===== src/sfs_consts.vh =====
`ifndef SFS_CONSTS_VH
`define SFS_CONSTS_VH

// Wishbone register word addresses (byte offsets, 32-bit words).
`define SFS_ADDR_STATE 8'h00
`define SFS_ADDR_CONTROL 8'h04
`define SFS_ADDR_STATUS 8'h08
`define SFS_ADDR_IRQ_STAT 8'h0C
`define SFS_ADDR_IRQ_MASK 8'h10
`define SFS_ADDR_MODE 8'h14

// Control register fields.
`define SFS_CTL_PUMP_EN 1
`define SFS_CTL_UV_DIS 3
`define SFS_CTL_SHDN_SEL 4
`define SFS_CTL_SLEEP 5
`define SFS_CTL_FAULT_STATUS_LATCHED 6
`define SFS_CTL_WR_EN 7

// Status register fields.
`define SFS_ST_LOGIC_UV 0
`define SFS_ST_PUMP_UV 1
`define SFS_ST_FAULT 2
`define SFS_ST_ARMED 3
`define SFS_ST_SHDN 4

// Interrupt event bits.
`define SFS_IRQ_FAULT_SET 0
`define SFS_IRQ_FAULT_CLR 1
`define SFS_IRQ_SHDN 2
`define SFS_IRQ_W 3

// Reset values.
`define SFS_STATE_RST 8'h00
`define SFS_CONTROL_RST 8'h00
`define SFS_MASK_RST 3'h0
`define SFS_MODE_RST 1'h0

`endif


===== src/sfs_supervisor.v =====
`timescale 1ns/1ps
`default_nettype none
`include "sfs_consts.vh"

module sfs_supervisor (
  // Clock and reset
  input wire mclk,
  input wire rst_n,
  // Wishbone slave
  input wire wb_cyc_i,
  input wire wb_stb_i,
  input wire wb_we_i,
  input wire [7:0] wb_adr_i,
  input wire [3:0] wb_sel_i,
  input wire [31:0] wb_dat_i,
  output reg [31:0] wb_dat_o,
  output reg wb_ack_o,
  // Analogue comparators, asynchronous, high when the supply is above threshold
  input wire logic_supply_rise_threshold,
  input wire logic_supply_fall_threshold,
  input wire pump_supply_rise_threshold,
  input wire pump_supply_fall_threshold,
  // Parallel-mode pins, asynchronous
  input wire pump_enable_pin,
  input wire fault_shutdown_select_pin,
  input wire [3:0] switch_state_pins,
  // Open-drain fault pin, active low
  output reg fault_out_n_o,
  output reg fault_out_n_oe,
  // Driver outputs
  output reg [3:0] hv_out,
  output reg pump_on,
  output reg sleep_out,
  // Interrupt
  output reg irq
);

  // Synchronised comparator and pin inputs.
  wire lrise_s;
  wire lfall_s;
  wire prise_s;
  wire pfall_s;
  wire pen_pin_s;
  wire shdn_pin_s;
  wire [3:0] sw_pin_s;

  sfs_sync2 u_sync_lrise (.mclk(mclk), .rst_n(rst_n), .async_in(logic_supply_rise_threshold),
    .sync_out(lrise_s));
  sfs_sync2 u_sync_lfall (.mclk(mclk), .rst_n(rst_n), .async_in(logic_supply_fall_threshold),
    .sync_out(lfall_s));
  sfs_sync2 u_sync_prise (.mclk(mclk), .rst_n(rst_n), .async_in(pump_supply_rise_threshold),
    .sync_out(prise_s));
  sfs_sync2 u_sync_pfall (.mclk(mclk), .rst_n(rst_n), .async_in(pump_supply_fall_threshold),
    .sync_out(pfall_s));
  sfs_sync2 u_sync_pen (.mclk(mclk), .rst_n(rst_n), .async_in(pump_enable_pin),
    .sync_out(pen_pin_s));
  sfs_sync2 u_sync_shdn (.mclk(mclk), .rst_n(rst_n), .async_in(fault_shutdown_select_pin),
    .sync_out(shdn_pin_s));

  genvar gi;
  generate
    for (gi = 0; gi < 4; gi = gi + 1) begin : g_sw
      sfs_sync2 u_sync_sw (.mclk(mclk), .rst_n(rst_n), .async_in(switch_state_pins[gi]),
        .sync_out(sw_pin_s[gi]));
    end
  endgenerate

  // Bus handshake.
  wire wr_stb;
  wire rd_stb;
  wire ack;

  sfs_wb_slave u_wb (
    .mclk(mclk),
    .rst_n(rst_n),
    .wb_cyc_i(wb_cyc_i),
    .wb_stb_i(wb_stb_i),
    .wb_we_i(wb_we_i),
    .wr_stb(wr_stb),
    .rd_stb(rd_stb),
    .ack(ack)
  );

  // Registers.
  reg [7:0] state_ff;
  reg [7:0] control_ff;
  reg mode_ff;
  reg armed_ff;
  reg shdn_ff;
  reg pen_prev_ff;
  reg restart_low_ff;
  reg fault_prev_ff;
  reg [2:0] irq_stat_ff;
  reg [2:0] irq_mask_ff;

  // Mode: 0 is serial (register) control, 1 is parallel (pin) control.
  wire serial_mode = ~mode_ff;
  wire pump_en_eff = serial_mode ? control_ff[`SFS_CTL_PUMP_EN] : pen_pin_s;
  wire shdn_sel_eff = serial_mode ? control_ff[`SFS_CTL_SHDN_SEL] : shdn_pin_s;

  // Pump under-voltage is watched only while the comparator is enabled in serial mode, or while the pump enable pin is high in parallel mode.
  wire pump_watch = serial_mode ? ~control_ff[`SFS_CTL_UV_DIS]
                                : pen_pin_s;

  // Both fault sources are evaluated independently.
  wire logic_uv = ~lfall_s;
  wire pump_uv = pump_watch & ~pfall_s;
  // The combined fault stays while either watched supply is still below trip.
  wire combined_fault = armed_ff & (logic_uv | pump_uv);

  // Arming waits for the logic rise threshold, and for the pump one while it is watched, so power-up ramps cannot flag a fault.
  wire arm_ok = lrise_s & (prise_s | ~pump_watch);

  // Byte-lane write helper.
  wire wr_lane0 = wr_stb & wb_sel_i[0];

  function [7:0] rd_mux;
    input [7:0] adr;
    input [7:0] st;
    input [7:0] ct;
    input [4:0] sts;
    input [2:0] ist;
    input [2:0] imk;
    input md;
    begin
      case (adr)
        `SFS_ADDR_STATE: rd_mux = st;
        `SFS_ADDR_CONTROL: rd_mux = ct;
        `SFS_ADDR_STATUS: rd_mux = {3'h0, sts};
        `SFS_ADDR_IRQ_STAT: rd_mux = {5'h00, ist};
        `SFS_ADDR_IRQ_MASK: rd_mux = {5'h00, imk};
        `SFS_ADDR_MODE: rd_mux = {7'h00, md};
        default: rd_mux = 8'h00;
      endcase
    end
  endfunction

  wire [4:0] status_vec = {shdn_ff, armed_ff, combined_fault, pump_uv, logic_uv};

  wire fault_rise = combined_fault & ~fault_prev_ff;
  wire fault_fall = ~combined_fault & fault_prev_ff;
  wire shdn_event = fault_rise & ~shdn_sel_eff;

  // Restart needs the enable to be seen low and then high after the trip.
  wire restart = shdn_ff & restart_low_ff & pump_en_eff;

  reg nxt_fault_status_latched;
  reg [7:0] nxt_control;

  always @* begin
    nxt_control = control_ff;
    if (wr_lane0 && wb_adr_i == `SFS_ADDR_CONTROL) begin
      nxt_control = wb_dat_i[7:0];
      // Status bit is not loadable to one by software; only a zero write clears it.
      nxt_control[`SFS_CTL_FAULT_STATUS_LATCHED] = control_ff[`SFS_CTL_FAULT_STATUS_LATCHED] & wb_dat_i[`SFS_CTL_FAULT_STATUS_LATCHED];
    end
    nxt_fault_status_latched = nxt_control[`SFS_CTL_FAULT_STATUS_LATCHED] | combined_fault;
    nxt_control[`SFS_CTL_FAULT_STATUS_LATCHED] = nxt_fault_status_latched;
  end

  always @(posedge mclk) begin
    if (!rst_n) begin
      state_ff <= `SFS_STATE_RST;
      control_ff <= `SFS_CONTROL_RST;
      mode_ff <= `SFS_MODE_RST;
      armed_ff <= 1'b0;
      shdn_ff <= 1'b0;
      pen_prev_ff <= 1'b0;
      restart_low_ff <= 1'b0;
      fault_prev_ff <= 1'b0;
      irq_stat_ff <= `SFS_MASK_RST;
      irq_mask_ff <= `SFS_MASK_RST;
      wb_dat_o <= 32'h00000000;
      wb_ack_o <= 1'b0;
      fault_out_n_o <= 1'b0;
      fault_out_n_oe <= 1'b0;
      hv_out <= 4'h0;
      pump_on <= 1'b0;
      sleep_out <= 1'b0;
      irq <= 1'b0;
    end else begin
      control_ff <= nxt_control;
      if (wr_lane0 && wb_adr_i == `SFS_ADDR_STATE) begin
        state_ff <= {4'h0, wb_dat_i[3:0]};
      end
      if (wr_lane0 && wb_adr_i == `SFS_ADDR_MODE) begin
        mode_ff <= wb_dat_i[0];
      end
      if (wr_lane0 && wb_adr_i == `SFS_ADDR_IRQ_MASK) begin
        irq_mask_ff <= wb_dat_i[2:0];
      end
      // A new event wins over a write-one clear in the same cycle.
      if (wr_lane0 && wb_adr_i == `SFS_ADDR_IRQ_STAT) begin
        irq_stat_ff <= (irq_stat_ff & ~wb_dat_i[2:0]) | {shdn_event, fault_fall, fault_rise};
      end else begin
        irq_stat_ff <= irq_stat_ff | {shdn_event, fault_fall, fault_rise};
      end
      if (arm_ok) begin
        armed_ff <= 1'b1;
      end
      fault_prev_ff <= combined_fault;
      pen_prev_ff <= pump_en_eff;
      if (fault_rise && !shdn_sel_eff) begin
        shdn_ff <= 1'b1;
        restart_low_ff <= 1'b0;
      end else if (restart && !combined_fault) begin
        shdn_ff <= 1'b0;
        restart_low_ff <= 1'b0;
      end else if (shdn_ff && !pump_en_eff) begin
        restart_low_ff <= 1'b1;
      end
      wb_ack_o <= ack;
      if (rd_stb) begin
        wb_dat_o <= {24'h000000, rd_mux(wb_adr_i, state_ff, control_ff, status_vec,
          irq_stat_ff, irq_mask_ff, mode_ff)};
      end
      // Pin is released before arming and whenever no fault is present.
      fault_out_n_o <= 1'b0;
      fault_out_n_oe <= combined_fault;
      // Shutdown blocks both outputs; with shutdown disabled nothing changes.
      if (shdn_ff || (fault_rise && !shdn_sel_eff)) begin
        hv_out <= 4'h0;
        pump_on <= 1'b0;
      end else begin
        hv_out <= serial_mode ? state_ff[3:0] : sw_pin_s;
        pump_on <= pump_en_eff;
      end
      sleep_out <= serial_mode & control_ff[`SFS_CTL_SLEEP];
      irq <= |(irq_stat_ff & irq_mask_ff);
    end
  end

endmodule // sfs_supervisor

`default_nettype wire


===== src/sfs_sync2.v =====
`timescale 1ns/1ps
`default_nettype none

// Two-stage synchroniser for a single asynchronous level.
module sfs_sync2 (
  // Clock and reset
  input wire mclk,
  input wire rst_n,
  // Data
  input wire async_in,
  output wire sync_out
);

  reg meta_ff;
  reg sync_ff;

  always @(posedge mclk) begin
    if (!rst_n) begin
      meta_ff <= 1'b0;
      sync_ff <= 1'b0;
    end else begin
      meta_ff <= async_in;
      sync_ff <= meta_ff;
    end
  end

  assign sync_out = sync_ff;

endmodule // sfs_sync2

`default_nettype wire


===== src/sfs_wb_slave.v =====
`timescale 1ns/1ps
`default_nettype none

// Classic Wishbone slave handshake: the request is taken on one edge and acked on the next.
module sfs_wb_slave (
  // Clock and reset
  input wire mclk,
  input wire rst_n,
  // Bus request
  input wire wb_cyc_i,
  input wire wb_stb_i,
  input wire wb_we_i,
  // Access strobes toward the register file
  output wire wr_stb,
  output wire rd_stb,
  output wire ack
);

  reg ack_ff;
  wire take;

  // The ack flop mirrors the registered bus ack, so a held request is never taken on two edges in a row.
  assign take = wb_cyc_i & wb_stb_i & ~ack_ff;

  always @(posedge mclk) begin
    if (!rst_n) begin
      ack_ff <= 1'b0;
    end else begin
      ack_ff <= take;
    end
  end

  // Writes land on the edge where the master samples ack; read data is loaded one edge earlier.
  assign wr_stb = ack_ff & wb_cyc_i & wb_stb_i & wb_we_i;
  assign rd_stb = take & ~wb_we_i;
  assign ack = take;

endmodule // sfs_wb_slave

`default_nettype wire


===== config.mk =====
export PLATFORM = sky130hd
export DESIGN_NAME = sfs_supervisor
export DESIGN_NICKNAME = d
export VERILOG_FILES = /design/src/sfs_supervisor.v /design/src/sfs_sync2.v /design/src/sfs_wb_slave.v
export VERILOG_INCLUDE_DIRS = /design/src /design/src/src
export SDC_FILE = /design/constraint.sdc
export NUM_CORES = 1
export LEC_CHECK = 0
export ABC_AREA = 1
export BUFFER_PORTS_ARGS = -buffer_cell sky130_fd_sc_hd__clkbuf_2
export CAP_MARGIN = 20
export CORE_MARGIN = 5
export CORE_UTILIZATION = 48
export DETAILED_ROUTE_END_ITERATION = 8
export PLACE_DENSITY = 0.89
export SLEW_MARGIN = 20
export SYNTH_ARGS = -nofsm -noshare
export SYNTH_HDL_FRONTEND = slang
export SYNTH_HIERARCHICAL = 1
export SYNTH_SLANG_ARGS = --single-unit

===== constraint.sdc =====
create_clock -name mclk -period 1.7 [get_ports mclk]
set_clock_uncertainty 0.2 [all_clocks]
set_input_delay 0 -clock mclk [delete_from_list [all_inputs] [get_ports mclk]]
set_output_delay 0 -clock mclk [all_outputs]
set_load 0.02 [all_outputs]

### Word level (Yosys, flattened, before mapping)

Cells that the tools add are included.

| storage, ports and cells | value |
|---|---|
| flip-flop bits (word level) | 59 |
| bits in latches | 0 |
| bits in writable memories | 0 |
| memory bits (read-only) | 0 |
| output and inout bits | 42 |
| word-level logic and storage cells | 103 |
| memories kept | 0 |

| operators by class | value |
|---|---|
| add/sub/neg operators | 0 |
| multipliers | 0 |
| div/mod/pow operators | 0 |
| $lt $le $gt $ge | 0 |
| equality and inequality tests | 5 |
| shifts and indexed selects | 0 |
| muxes and demuxes | 9 |
| bitwise gates (word level) | 36 |
| reduce and logical (&&, ||, !) cells | 17 |

Operators with widths:

| cell | count |
|---|---|
| $pmux 8 s6 | 1 |
| $and 1x1->1 | 17 |
| $eq 8x4->1 const B | 2 |
| $eq 8x5->1 const B | 2 |
| $not 1->1 | 11 |
| $eq 8x3->1 const B | 1 |
| $logic_and 1x1->1 | 8 |
| $logic_not 8->1 | 1 |
| $mux 7 | 1 |
| $and 3x3->3 | 2 |
| $or 3x3->3 | 2 |
| $reduce_or 3->1 | 2 |
| $mux 1 | 5 |
| $mux 4 | 1 |
| $logic_not 1->1 | 3 |
| $mux 3 | 1 |
| $not 3->3 | 1 |
| $or 1x1->1 | 3 |
| $reduce_bool 2->1 | 1 |
| $reduce_or 2->1 | 1 |
| $logic_or 1x1->1 | 1 |

### Longest topological paths before layout

| logic depth | value |
|---|---|
| depth after elaboration | 9 |
| depth in mapped cells | 9 |
| depth with buffers taken out | 9 |

### Modules after synthesis

The synthesis kept the hierarchy.

Modules (own cells, without submodules):

| module | instances | cells an instance | area an instance (µm²) | sequential area each (µm²) |
|---|---|---|---|---|
| sfs_supervisor | 1 | 267 | 1955.6 | 780.7 |
| sfs_sync2 | 10 | 6 | 55.1 | 40.0 |
| sfs_wb_slave | 1 | 9 | 57.6 | 20.0 |

### Worst setup path before layout

OpenSTA, ideal clock, no wires.

| timing | value |
|---|---|
| kind | register -> register |
| start | register u_wb.ack_ff |
| end | register irq_mask_ff[0] |
| arrival time | 1.142 ns |
| data required time | 1.430 ns |
| path slack | 0.288 ns |
| cell stages (with the launch flop) | 7 |
| path buffers | 0 |
| clock period less this slack | 1.412 ns |
| path through | dfxtp_1 > inv_1 > nor2_1 > nand2_1 > nor4_4 > o21ai_0 > a21oi_1 |

| on the way | value |
|---|---|
| word-level cells in the longest chain between the ends | 5 |

RTL lines:

| element | line | text |
|---|---|---|
| start, declared | sfs_wb_slave.v:19 | `reg ack_ff;` |
| start signal, assigned | sfs_wb_slave.v:29 | `ack_ff <= take;` |
| $and 1x1->1 (3 in series) | sfs_wb_slave.v:34 | `assign wr_stb = ack_ff & wb_cyc_i & wb_stb_i & wb_we_i;` |
| via wr_stb | sfs_supervisor.v:69 | `wire wr_stb;` |
| $and 1x1->1 | sfs_supervisor.v:115 | `wire wr_lane0 = wr_stb & wb_sel_i[0];` |
| $logic_and 1x1->1 (no source line) | -- |  |
| end signal, assigned | sfs_supervisor.v:172 | `` irq_mask_ff <= `SFS_MASK_RST; `` |
| end signal, assigned | sfs_supervisor.v:190 | `irq_mask_ff <= wb_dat_i[2:0];` |
| end, declared | sfs_supervisor.v:94 | `reg [2:0] irq_mask_ff;` |

The timed path passes the listed nets, and every way through them passes these cells.
A chain may end at the register's enable or synchronous reset.

### Worst setup path after layout

| timing | value |
|---|---|
| start | register mode_ff |
| end | register hv_out[2] |

| on the way | value |
|---|---|
| word-level cells in the longest chain between the ends | 8 |
| elaborated cells between the ends (all ways) | 11 |
| classes of those cells | mux: 3; bitwise: 4; reduce/logical: 4 |

RTL lines:

| element | line | text |
|---|---|---|
| start, declared | sfs_supervisor.v:87 | `reg mode_ff;` |
| start signal, assigned | sfs_supervisor.v:165 | `` mode_ff <= `SFS_MODE_RST; `` |
| start signal, assigned | sfs_supervisor.v:187 | `mode_ff <= wb_dat_i[0];` |
| $mux 1 | sfs_supervisor.v:102 | `` wire pump_watch = serial_mode ? ~control_ff[`SFS_CTL_UV_DIS] `` |
| $and 1x1->1 | sfs_supervisor.v:107 | `wire pump_uv = pump_watch & ~pfall_s;` |
| $or 1x1->1 | sfs_supervisor.v:109 | `wire combined_fault = armed_ff & (logic_uv \| pump_uv);` |
| $and 1x1->1 | sfs_supervisor.v:109 |  |
| $and 1x1->1 | sfs_supervisor.v:140 | `wire fault_rise = combined_fault & ~fault_prev_ff;` |
| $logic_and 1x1->1 | sfs_supervisor.v:221 | `if (shdn_ff \|\| (fault_rise && !shdn_sel_eff)) begin` |
| $logic_or 1x1->1 | sfs_supervisor.v:221 |  |
| $reduce_or 2->1 (no source line) | -- |  |
| end signal, assigned | sfs_supervisor.v:225 | `hv_out <= serial_mode ? state_ff[3:0] : sw_pin_s;` |
| end, declared | sfs_supervisor.v:31 | `output reg [3:0] hv_out,` |

Parallel ways exist; a longest one is shown, timed or not.

==> flow_summary_export.csv <==
group,metric,value,unit
worst_setup_path,reg2reg_from,"mode_ff$_SDFFE_PN0P_",
worst_setup_path,max_stage_delay,0.37,ns
worst_setup_path,crit_buf_inv,0,
power_and_ir_drop,combPwrFrac,8.5,%
die,die_h,83.1,um
layout,fin_area,0.00331,mm2
timing,rsz0062_at_grt,"false",
global_routing,grt_max_degree,30,
clock_tree,cts_tree,"built",
timing,final-hold-violation-count,0,
global_routing,grt_pass1_vias,2111,
timing,post-route-min-period,1.56,ns
timing,worst_slew_pin_slew,0.536,ns
place,dp_hpwl,3.92,mm
power_and_ir_drop,p_sw,704,uW
timing,finalCritPeriodShare,91.7,%
synthesis,synth_top_area_cell,"dfxtp_1",
synthesis,syn-mean-instance-area,7.63,um2
clock_tree,clockBufferDepth,2,
die,io_pins,101,
detailed_routing,vias,2261,
power_and_ir_drop,p_seq_share,48.2,%
timing,setup_tns,0,ns
detailed_routing,avgRoutedWirePerCell,11.5,um
place,routabilityCongestion,0.863,
layout,final_cell_mix,"nand2_1, dfxtp_1, inv_1",
die,dieArea,0.00690,mm2
global_routing,grt_util_all_layers,17.0,%
worst_setup_path,cp_top_family,"simple AND/OR/NAND/NOR gates",
synthesis,synth_area_leaders,"dfxtp_1, nand2_1, buf_4, inv_1, a21oi_1",
worst_setup_path,start_kind,"register",
detailed_routing,viasPerCell,4.53,
worst_setup_path,crit_cells,7,
worst_setup_path,r2r_slack,0.14,ns
place,placed_area,0.00280,mm2
power_and_ir_drop,swShare,23.5,%
layout,final_util,64.4,%
die,rows,26,
synthesis,syn_inst,336,
clock_tree,clk_pin_slew,0.07,ns
clock_tree,cts_sinks,60,
synthesis,synth_edf_count,0,
detailed_routing,drt_pass1_iterations,4,
place,numPortBuffers,48,
synthesis,ys_async_sr_fraction,0,%
timing,setup_violations,0,
synthesis,synth-main-ff-cell,"dfxtp_1",
power_and_ir_drop,clkPwrFrac,43.3,%
synthesis,synth_top_cell_area_share,46.9,%
power_and_ir_drop,power.leakage,0.00167,uW
clock_tree,h-tree-depth,3,
worst_setup_path,worst-path-max-fanout,5,
detailed_routing,drt_iter0_drc,181,
layout,antennaDiodeCount,0,
clock_tree,cts_root_buffer,"clkbuf_8",
layout,areaGrowthSynthToFinish,29.0,%
synthesis,ys.warnings.count,6,
worst_setup_path,path_class,"register to register",
layout,drive_gt1_share,20.3,%
synthesis,synth_cell_types,27,
power_and_ir_drop,total_power,3000,uW
worst_setup_path,crit_path_top_delay_cell,"dfxtp_2",
detailed_routing,ant_nets,0,
clock_tree,insertion_delay,0.35,ns
worst_setup_path,reg2reg_to,"hv_out[2]$_SDFF_PP0_",
worst_setup_path,startpoint,"mode_ff$_SDFFE_PN0P_",
die,initial_core_util,49.9,%
synthesis,yosys_register_bits,60,
layout,fin_nets,483,
run,drv_cap,0,
worst_setup_path,critPathRequiredTime,1.74,ns
global_routing,antenna_found_initial,0,
global_routing,grt_pass1_wl,9.46,mm
synthesis,synth_area,0.00256,mm2
worst_setup_path,arrival,1.59,ns
clock_tree,numCtsBuffers,9,
die,die_x,83.1,um
power_and_ir_drop,intPower,2300,uW
detailed_routing,drc,0,
timing,maxSlewViolCount,0,
timing,relSlewSlack,64.3,%
status,status,"finished, final reports clean",
worst_hold_path,hp-class,"primary input to register",
worst_setup_path,end_kind,"register",
power_and_ir_drop,ir_drop,0.000760,V
worst_setup_path,cp_cell_sequence,"nand2_1 > o21ai_4 > nand2_2 > a21oi_2 > nand4_2 > nand3b_2 > nor2_1",
global_routing,grt_overflow,0,
layout,final_common_cell,"nand2_1",
die,coreArea,0.00514,mm2
synthesis,ys_seq_area_share,46.9,%
timing,finalHoldWorstSlack,0.00875,ns
power_and_ir_drop,power.density,907,mW/mm2
worst_setup_path,crit_end,"hv_out[2]$_SDFF_PP0_",
timing,fmax,642,MHz
worst_setup_path,rr_worst_depth,7,
detailed_routing,detail_route.wirelength,5.74,mm
[tightest hold or removal path, cell delays in order]
cell and delay, ns:
clkbuf_2 0.13, inv_1 0.06, nand2_2 0.07, nor2_4 0.06
nand3_1 0.10, a21oi_1 0.08
[how the worst min path moves through the flow]
| stage | start | end | slack [ns] | cells after the start |
|---|---|---|---|---|
| 6_report | wb_adr_i[3] | mode_ff$_SDFFE_PN0P_ | 0.009 | 6 |
| 3_3_place_gp | fault_shutdown_select_pin | u_sync_shdn/meta_ff$_SDFF_PN0_ | -0.02 | 3 |
| 5_1_grt | wb_adr_i[0] | irq_mask_ff[1]$_SDFFE_PN0P_ | 0.05 | 5 |
| 2_1_floorplan | switch_state_pins[0] | g_sw[0].u_sync_sw/meta_ff$_SDFF_PN0_ | -0.11 | 2 |
| 3_5_place_dp | switch_state_pins[3] | g_sw[3].u_sync_sw/meta_ff$_SDFF_PN0_ | -0.02 | 3 |
| 4_1_cts | wb_adr_i[3] | mode_ff$_SDFFE_PN0P_ | 0.004 | 6 |
[power by group through the flow]
| stage | combinational [uW] | sequential (uW) | clock, uW |
|---|---|---|---|
| floorplan | 163 | 1480 | 0 |
| global placement | 191 | 1480 | 0 |
| detailed placement | 195 | 1480 | 0 |
| CTS | 248 | 1450 | 1310 |
| global route | 281 | 1450 | 1380 |
| finish | 254 | 1450 | 1300 |
[per-stage QoR]
stage,std cells,setup WS [ns]
after floorplan,360,0.288
after global placement,453,0.116
after detailed placement,453,0.0797
after CTS,498,0.0660
after global routing,499,0.0256
final,499,0.142
[state kept, by name, indices dropped and copies added, names as in the netlist, 3 cells and up]
name                     count
control_ff                   8
wb_dat_o                     8
g_sw.u_sync_sw/meta_ff       4
g_sw.u_sync_sw/sync_out      4
hv_out                       4
state_ff                     4
irq_mask_ff                  3
irq_stat_ff                  3
[kinds of logic (layout without fill, tap and decap cells)]
| logic type | count (synthesis) | in the layout | share of synthesized area, % |
|---|---|---|---|
| other | 1 | 25 | 0.146 |
| AOI/OAI and AO/OA | 53 | 53 | 11.1 |
| muxes | 4 | 4 | 1.56 |
| DFF | 60 | 60 | 46.9 |
| buffers and inverters | 84 | 153 | 16.7 |
| and+or+nand+nor | 134 | 134 | 23.6 |
[area by class of cell]
cell class | instances | area [um2]
Fill cell | 436 | 1830
Sequential cell | 60 | 1200
Multi-Input combinational cell | 216 | 1030
Timing Repair Buffer | 84 | 586
Inverter | 53 | 201
Clock buffer | 13 | 159
Tap cell | 70 | 87.6
Clock inverter | 3 | 45.0
[repair_timing]
item / in CTS / in global routing
hold buffers: 29 / 1
setup endpoints to repair: 0 / 8
buffers inserted: 0 / 0
endpoints found under the hold margin: 41 / 3
resized for setup: 0 / 2
[cell usage after synthesis, types with 3 or more instances]
| library cell | count |
|---|---|
| o21ai_0 | 24 |
| inv_1 | 50 |
| mux2i_1 | 4 |
| a21oi_1 | 25 |
| nand3_1 | 18 |
| clkbuf_1 | 3 |
| buf_4 | 25 |
| dfxtp_1 | 60 |
| nor2_1 | 30 |
| nor2_4 | 3 |
| nand2_2 | 3 |
| nand2_1 | 74 |
[metal layers]
layer | part of all wire (%) | global-route usage, % | wire, um
met5 | 0 | 0 | 0
met4 | 2.2 | 6.69 | 125
met3 | 7.6 | 6.73 | 438
met2 | 50 | 29.1 | 2850
met1 | 40 | 18.8 | 2320
(Power assumes the default switching activity.)
